--- src/include/pwrseq_defines.vh ---
// timing counts and state codes of the carrier power sequencer
`ifndef PWRSEQ_DEFINES_VH
`define PWRSEQ_DEFINES_VH
`define CLK_FREQ_HZ        40000000
`define DEBOUNCE_TIME_US   10000
`define DEBOUNCE_CYCLES    ((`DEBOUNCE_TIME_US * (`CLK_FREQ_HZ / 1000000)))
`define RAIL_SETTLE_TIME_US 100
`define RAIL_SETTLE_CYCLES ((`RAIL_SETTLE_TIME_US * (`CLK_FREQ_HZ / 1000000)))
`define CNT_WIDTH          20
`define ST_OFF             3'h0
`define ST_RAILS           3'h1
`define ST_WAIT_BTN        3'h2
`define ST_CARRIER         3'h3
`define ST_RUN             3'h4
`define ST_SUSPEND         3'h5
`define ST_SOFT_OFF        3'h6
`endif

--- src/hw/carrier_power_sequencer.v ---
// power-up, reset and suspend sequencing of a module on a carrier board
`include "pwrseq_defines.vh"

// Contract
// - own power circuits stay off until input_power_bad_n reads high.
// - with own power up, the module watches for a power button event when one is used.
// - after the button step, carrier_standby_n is raised; carrier_power_enable is already high from the button wait on.
// - last of all the reset output is released and boot begins.
// - input_power_bad_n low means input voltage is not ready or out of range.
// - carrier_power_enable is active high and rises only once all own supplies are up.
// - carrier_power_enable follows resume_reset_n and stays active in soft-off and suspend.
// - carrier_standby_n goes low on suspend entry, when only power management and memory stay up.
// - a low reset request holds the module in reset during boot or resets it when running.
// - the reset request input has a pull-up so an undriven line reads inactive.
// - the reset output stays asserted through power-up and is released to begin booting.
// - a power button press wakes from soft-off or requests shutdown when running.
module carrier_power_sequencer #(
    parameter DEBOUNCE_CYCLES = `DEBOUNCE_CYCLES,
    parameter SETTLE_CYCLES   = `RAIL_SETTLE_CYCLES,
    parameter BUTTON_USED     = 1
) (
    input  wire CLOCK,
    input  wire NRST,
    input  wire INPUT_POWER_BAD_N,
    input  wire RESET_REQUEST_N,
    input  wire POWER_BUTTON_N,
    input  wire OWN_RAILS_GOOD,
    input  wire SUSPEND_TO_RAM_N,
    output reg  OWN_RAILS_ENABLE,
    output reg  CARRIER_POWER_ENABLE,
    output reg  CARRIER_STANDBY_N,
    output reg  RESET_OUT_N,
    output wire RESET_REQUEST_PULLUP,
    output wire [2:0] SEQ_STATE
);
    localparam [`CNT_WIDTH-1:0] DEB_MAX  = DEBOUNCE_CYCLES[`CNT_WIDTH-1:0];
    localparam [`CNT_WIDTH-1:0] SET_MAX  = SETTLE_CYCLES[`CNT_WIDTH-1:0];
    localparam [`CNT_WIDTH-1:0] CNT_ONE  = {{(`CNT_WIDTH-1){1'b0}}, 1'b1};
    localparam [`CNT_WIDTH-1:0] CNT_ZERO = {`CNT_WIDTH{1'b0}};

    // state codes come from the header so the port checker decodes SEQ_STATE the same way
    localparam [2:0] S_OFF      = `ST_OFF;
    localparam [2:0] S_RAILS    = `ST_RAILS;
    localparam [2:0] S_WAIT_BTN = `ST_WAIT_BTN;
    localparam [2:0] S_CARRIER  = `ST_CARRIER;
    localparam [2:0] S_RUN      = `ST_RUN;
    localparam [2:0] S_SUSPEND  = `ST_SUSPEND;
    localparam [2:0] S_SOFT_OFF = `ST_SOFT_OFF;

    // shared by the debounce and settle counters; both are cleared or held before they could wrap
    function [`CNT_WIDTH-1:0] count_up;
        input [`CNT_WIDTH-1:0] value;
        begin
            count_up = value + CNT_ONE;
        end
    endfunction

    // a window of limit cycles is complete on its last count
    function window_done;
        input [`CNT_WIDTH-1:0] value;
        input [`CNT_WIDTH-1:0] limit;
        begin
            window_done = (value >= limit - CNT_ONE);
        end
    endfunction

    // carrier power stays on in soft-off and suspend, like a resume-reset line
    function carrier_on;
        input [2:0] st;
        begin
            case (st)
                S_WAIT_BTN, S_CARRIER, S_RUN, S_SUSPEND, S_SOFT_OFF: carrier_on = 1'b1;
                default:                                             carrier_on = 1'b0;
            endcase
        end
    endfunction

    // standby is low whenever the carrier may drop its unneeded rails
    function standby_up;
        input [2:0] st;
        begin
            case (st)
                S_CARRIER, S_RUN: standby_up = 1'b1;
                default:          standby_up = 1'b0;
            endcase
        end
    endfunction

    // only a running system is out of reset
    function boot_released;
        input [2:0] st;
        begin
            boot_released = (st == S_RUN);
        end
    endfunction

    // RESET_REQUEST_PULLUP enables the on-module pull-up resistor
    assign RESET_REQUEST_PULLUP = 1'b1;

    // idle-high pins reset high so the first edges after reset see no false request
    reg [1:0] pgood_sync_ff;
    reg [1:0] rreq_sync_ff;
    reg [1:0] btn_sync_ff;
    reg [1:0] rails_sync_ff;
    reg [1:0] s3_sync_ff;
    always @(posedge CLOCK or negedge NRST) begin
        if (!NRST) begin
            pgood_sync_ff <= 2'h0;
            rreq_sync_ff  <= 2'h3;
            btn_sync_ff   <= 2'h3;
            rails_sync_ff <= 2'h0;
            s3_sync_ff    <= 2'h3;
        end else begin
            pgood_sync_ff <= {pgood_sync_ff[0], INPUT_POWER_BAD_N};
            rreq_sync_ff  <= {rreq_sync_ff[0], RESET_REQUEST_N};
            btn_sync_ff   <= {btn_sync_ff[0], POWER_BUTTON_N};
            rails_sync_ff <= {rails_sync_ff[0], OWN_RAILS_GOOD};
            s3_sync_ff    <= {s3_sync_ff[0], SUSPEND_TO_RAM_N};
        end
    end
    wire input_power_ok = pgood_sync_ff[1];
    wire reset_request  = ~rreq_sync_ff[1];

    // button level must hold steady for the whole window before it counts
    reg [`CNT_WIDTH-1:0] deb_cnt_ff;
    reg                  btn_pressed_ff;
    reg                  btn_prev_ff;
    reg [`CNT_WIDTH-1:0] nxt_deb_cnt;
    reg                  nxt_btn_pressed;
    always @* begin
        nxt_deb_cnt     = CNT_ZERO;
        nxt_btn_pressed = btn_pressed_ff;
        if (~btn_sync_ff[1] != btn_pressed_ff) begin
            if (window_done(deb_cnt_ff, DEB_MAX))
                nxt_btn_pressed = ~btn_sync_ff[1];
            else
                nxt_deb_cnt = count_up(deb_cnt_ff);
        end
    end
    // one pulse per debounced press, so a held button never acts twice
    wire press_event = btn_pressed_ff & ~btn_prev_ff;
    wire rails_good  = rails_sync_ff[1];
    wire suspend_req = ~s3_sync_ff[1];

    reg [2:0]            state_ff;
    reg [2:0]            nxt_state;
    reg [`CNT_WIDTH-1:0] set_cnt_ff;
    reg [`CNT_WIDTH-1:0] nxt_set_cnt;
    wire                 settled = window_done(set_cnt_ff, SET_MAX);
    assign SEQ_STATE = state_ff;

    always @* begin
        nxt_state   = state_ff;
        nxt_set_cnt = CNT_ZERO;
        case (state_ff)
            S_OFF: begin
                if (input_power_ok)
                    nxt_state = S_RAILS;
            end
            S_RAILS: begin
                // the window restarts whenever the own rails drop out
                if (rails_good) begin
                    if (settled)
                        nxt_state = (BUTTON_USED != 0) ? S_WAIT_BTN : S_CARRIER;
                    else
                        nxt_set_cnt = count_up(set_cnt_ff);
                end
            end
            S_WAIT_BTN, S_SOFT_OFF: begin
                if (press_event)
                    nxt_state = S_CARRIER;
            end
            S_CARRIER: begin
                // reset held while carrier rails come up, then released
                if (!settled)
                    nxt_set_cnt = count_up(set_cnt_ff);
                else if (reset_request)
                    nxt_set_cnt = set_cnt_ff;
                else
                    nxt_state = S_RUN;
            end
            S_RUN: begin
                if (reset_request)
                    nxt_state = S_CARRIER;
                else if (press_event)
                    nxt_state = S_SOFT_OFF;
                else if (suspend_req)
                    nxt_state = S_SUSPEND;
            end
            S_SUSPEND: begin
                if (press_event || !suspend_req)
                    nxt_state = S_CARRIER;
            end
            default: nxt_state = S_OFF;
        endcase
        // losing input power aborts any state back to off
        if (!input_power_ok)
            nxt_state = S_OFF;
        // every state change starts its settle window from zero
        if (nxt_state != state_ff)
            nxt_set_cnt = CNT_ZERO;
    end

    always @(posedge CLOCK or negedge NRST) begin
        if (!NRST) begin
            state_ff             <= S_OFF;
            set_cnt_ff           <= CNT_ZERO;
            deb_cnt_ff           <= CNT_ZERO;
            btn_pressed_ff       <= 1'b0;
            btn_prev_ff          <= 1'b0;
            OWN_RAILS_ENABLE     <= 1'b0;
            CARRIER_POWER_ENABLE <= 1'b0;
            CARRIER_STANDBY_N    <= 1'b0;
            RESET_OUT_N          <= 1'b0;
        end else begin
            state_ff             <= nxt_state;
            set_cnt_ff           <= nxt_set_cnt;
            deb_cnt_ff           <= nxt_deb_cnt;
            btn_pressed_ff       <= nxt_btn_pressed;
            btn_prev_ff          <= btn_pressed_ff;
            OWN_RAILS_ENABLE     <= (nxt_state != S_OFF);
            // outputs decode the next state so they change on the same edge as SEQ_STATE
            CARRIER_POWER_ENABLE <= carrier_on(nxt_state);
            CARRIER_STANDBY_N    <= standby_up(nxt_state);
            RESET_OUT_N          <= boot_released(nxt_state);
        end
    end
endmodule // carrier_power_sequencer

--- config.mk ---
export PLATFORM = sky130hd
export DESIGN_NAME = carrier_power_sequencer
export DESIGN_NICKNAME = d
export VERILOG_FILES = /design/src/hw/carrier_power_sequencer.v
export VERILOG_INCLUDE_DIRS = /design/src /design/src/include
export SDC_FILE = /design/constraint.sdc
export NUM_CORES = 1
export LEC_CHECK = 0
export BUFFER_PORTS_ARGS = -buffer_cell sky130_fd_sc_hd__buf_2
export CELL_PAD_IN_SITES_DETAIL_PLACEMENT = 0
export CELL_PAD_IN_SITES_GLOBAL_PLACEMENT = 1
export CORE_ASPECT_RATIO = 2
export CORE_MARGIN = 2
export CORE_UTILIZATION = 35
export CTS_CLUSTER_DIAMETER = 100
export CTS_CLUSTER_SIZE = 24
export DETAILED_ROUTE_END_ITERATION = 16
export PLACE_DENSITY = 0.62
export SYNTH_ARGS = -nofsm -noshare
export SYNTH_HDL_FRONTEND = slang
export SYNTH_SLANG_ARGS = --single-unit
--- constraint.sdc ---
create_clock -name CLOCK -period 1.95 [get_ports CLOCK]
set_input_delay 0 -clock CLOCK [delete_from_list [all_inputs] [get_ports CLOCK]]
set_output_delay 0 -clock CLOCK [all_outputs]
set_load 0.02 [all_outputs]
==> results.rst <==
.. list-table::
   :header-rows: 1

   * - Metric
     - Value
   * - Row count
     - 47
   * - Core area
     - 8290 µm²
   * - Share of the yosys chip area belonging to registers
     - between 40% and 50%
   * - Setup WS post-layout
     - -215 ps
   * - Number of synthesized register bits
     - about 60
   * - Most common cell after layout, fill and taps aside
     - sky130_fd_sc_hd__buf_4
   * - Critical Path Fanout Max
     - 12
   * - Slew at the pin closest to its max-slew limit
     - 581 ps
   * - Deepest clock path buffer count
     - 2
   * - Global placement routability congestion
     - between 0.8 and 0.9
   * - Clock-pin transition on the worst setup and hold timing paths
     - ~50 ps
   * - Final Instance Count excl. Fillers
     - ~480
   * - MaxCap Viol Count
     - 0
   * - GRT Total Usage
     - between 10% and 20%
   * - Via count of the routed design
     - 2500
   * - Worst vdd rail ir drop
     - between 0.6 and 0.7 mV
   * - Total number of H-tree levels
     - 3
   * - TritonCTS clock tree
     - yes
   * - Number of distinct library cells after synthesis
     - 53
   * - Net count after synthesis
     - ~300
   * - GRT Residual Overflow
     - 0
   * - Primary flip-flop cell chosen by synthesis mapping
     - sky130_fd_sc_hd__dfrtp_1
   * - Wire length per cell after detailed routing
     - approximately 16 µm
   * - Port Buffers
     - 13
   * - Leading cell types in the layout, fill and taps excluded
     - sky130_fd_sc_hd__buf_4, sky130_fd_sc_hd__dfrtp_1, sky130_fd_sc_hd__nor2_1
   * - Critical path class
     - register to register
   * - Setup repair after global routing missed its margin
     - true
   * - Worst stage delay on the critical path
     - approximately 570 ps
   * - DPL Wire Length
     - 5330 µm
   * - Starting density of the core
     - between 30% and 40%
   * - Max Clock Skew
     - ~7 ps
   * - Worst reg-to-reg path cell count
     - 7
   * - Number of synthesized flops with an enable pin
     - 0
   * - Endpoint of the lowest-slack register-to-register path
     - set_cnt_ff[3]$_DFFE_PN0P_
   * - Class of the tightest hold or removal check
     - input pin to asynchronous set/reset pin
   * - Fillcell total
     - 781
   * - Residual DRC
     - 0
   * - Count of TritonRoute iterations in the first routing pass
     - 4
   * - Final instance area
     - around 4300 µm²
   * - Layout cells sized above 1
     - 42.7%
   * - Number of clock buffers inserted by TritonCTS
     - 9
   * - Die Area
     - about 9400 µm²
   * - Die width
     - around 69 µm
   * - Cell Area, Synth
     - about 3000 µm²
   * - Relative max-transition margin
     - roughly three fifths
   * - Arrival time at the worst endpoint
     - 2380 ps
   * - Cell area power density
     - between 700 and 800 nW/µm²
   * - Total Routed Length
     - ~7600 µm
   * - Number of slew-limit violations in the final report
     - 0
   * - Flop-to-flop setup slack
     - -220 ps
   * - Gate Count Post-Synth
     - 292
   * - Crit path time final
     - approximately 2200 ps
   * - End point of the critical path
     - set_cnt_ff[3]$_DFFE_PN0P_
   * - Worst setup path startpoint
     - set_cnt_ff[14]$_DFFE_PN0P_
   * - Multi-input combinational cell area
     - around 1700 µm²
   * - Antenna-violating nets left
     - 0
   * - Area Growth Syn to Fin
     - 43.1%
   * - Critical-path top delay cell
     - sky130_fd_sc_hd__or4_4
   * - Clk root buf
     - sky130_fd_sc_hd__clkbuf_16
   * - Yosys Warn Count
     - 0
   * - Status
     - complete, but fails checks
   * - First-pass GRT wire length
     - 12400 µm
   * - Via/cell ratio
     - approximately 5.2
   * - Sequence of cells on the critical path
     - or4_4 -> or2_4 -> o211ai_4 -> a31oi_2 -> o211ai_2 -> buf_12 -> nor3_2
   * - Sort of element at the end of the critical path
     - register
   * - Placed Cells incl. Taps
     - roughly 450
   * - Static leakage
     - 1.89 nW
   * - Sinks on the clock net
     - 59
   * - Crit start category
     - register
   * - Data required time at the worst endpoint
     - approximately 2200 ps
   * - Reg-to-reg startpoint
     - set_cnt_ff[14]$_DFFE_PN0P_
   * - Violations in the final reports
     - setup timing
   * - Mean instance size in the synthesized netlist
     - 10.3 µm²
   * - Antenna cell count
     - 0
   * - Die height
     - 135 µm
   * - Detailed router's first-iteration violation count
     - ~150
   * - Clock network latency to the later pin of the worst-skew pair
     - 330 ps
   * - Count of endpoints failing hold in the final timing report
     - 0
   * - # IOs
     - 15
   * - Share of synthesized flip-flops with an asynchronous set or reset
     - 100%
   * - Initial antenna violation count
     - 0
   * - Sequential Area
     - 1490 µm²
   * - Largest net degree at the start of global routing
     - 36
   * - Max Freq
     - between 400 and 500 MHz
   * - Via count of the first global-routing pass
     - between 2000 and 3000
   * - Standard cell area after detailed placement
     - between 3000 and 4000 µm²
   * - Final setup violation count
     - 27
   * - Final worst path period share
     - 111%
   * - Number of nets in the finished design
     - about 380
## per-layer routing
layer / part of all wire, % / up-vias / wire [µm] / GRT usage (%)
met2: 60 / 26 / 4550 / 33.5
met5: 0 / - / 0 / 0
met1: 35 / 1247 / 2690 / 17.0
li1: - / 1207 / - / -
met4: 3.0 / 0 / 228 / 9.26
met3: 1.8 / 20 / 139 / 3.36
## repair_timing
action,CTS,global route
hold endpoints to repair,23,0
gates cloned,2,1
hold buffers,6,0
resized for setup,23,47
pin swaps,25,18
setup buffers,2,1
endpoints found under the setup margin,39,43
## layout make-up
cell class              instances  area share [%]
clock buffers                  10            5.57
clock inverters                 6            1.52
inverters                       8           0.700
multi-input cells             214            38.8
flip-flops and latches         59            34.7
well taps                      98            2.86
repair buffers                 82            15.8
## synth_stat cells, drive strengths merged (8+ instances only)
| cell type | n | area [µm²] |
|---|---|---|
| nand2 | 15 | 56.3 |
| a21oi | 11 | 55.1 |
| xor2 | 21 | 184 |
| nand3 | 15 | 75.1 |
| dfrtp | 53 | 1330 |
| nor2 | 37 | 139 |
| and3 | 13 | 81.3 |
| buf | 8 | 60.1 |
| and2 | 8 | 50.1 |
| inv | 8 | 30.0 |
| o21ai | 14 | 81.3 |
| nand4 | 8 | 50.1 |
| nor3 | 14 | 120 |
## per-stage QoR
stage	setup slack, ps	setup TNS, ps	hold slack (ps)	total power, mW	utilization, %
6_report	-215	-3110	201	3.15	51.7
5_1_grt	-304	-6970	263	3.27	51.7
4_1_cts	-285	-5270	213	3.16	49.5
3_5_place_dp	-289	-4820	35.0	1.51	43.7
3_3_place_gp	-243	-3370	32.3	1.51	43.7
2_1_floorplan	-74.3	-737	-296	1.40	-
## registers in the layout, summed over array words and instances (netlist names)
signal / count
CARRIER_POWER_ENABLE: 1
CARRIER_STANDBY_N: 1
OWN_RAILS_ENABLE: 1
RESET_OUT_N: 1
SEQ_STATE: 3
btn_pressed_ff: 1
btn_prev_ff: 1
btn_sync_ff: 2
deb_cnt_ff: 20
pgood_sync_ff: 2
rails_sync_ff: 2
rreq_sync_ff: 2
s3_sync_ff: 2
set_cnt_ff: 20
## power by group
part / switching [mW] / total (mW) / leakage, nW / internal, mW
clock: 0.572 / 1.59 / 0.148 / 1.02
sequential: 0.0166 / 1.27 / 0.777 / 1.25
combinational: 0.156 / 0.282 / 0.960 / 0.126
## cells by family after synthesis
family | Yosys count | synth area share, %
compound gates | 51 | 13.4
xor+xnor | 24 | 7.01
fa+ha+maj | 2 | 0.834
buf+inv | 19 | 3.38
flops | 59 | 49.5
mux | 1 | 0.334
other cells | 2 | 0.250
simple gates | 134 | 25.3
## how the worst min path moves through the flow
stage | from | end | slack (ps) | depth (start not counted)
final | NRST | pgood_sync_ff[1]$_DFF_PN0_ | 200 | 2
after floorplan | NRST | CARRIER_POWER_ENABLE$_DFF_PN0_ | -300 | 0
after global routing | NRST | pgood_sync_ff[1]$_DFF_PN0_ | 260 | 2
after detailed placement | NRST | pgood_sync_ff[1]$_DFF_PN0_ | 40 | 1
after CTS | NRST | pgood_sync_ff[1]$_DFF_PN0_ | 210 | 2
after global placement | NRST | pgood_sync_ff[1]$_DFF_PN0_ | 30 | 1
## critical path, delay by kind of cell (launching register included)
kind | cells | cell delay (ps)
and+or+nand+nor | 3 | 910
AOI/OAI and AO/OA | 3 | 580
DFF | 1 | 370
buffers and inverters | 1 | 180
Power figures use the tool's default switching activity.
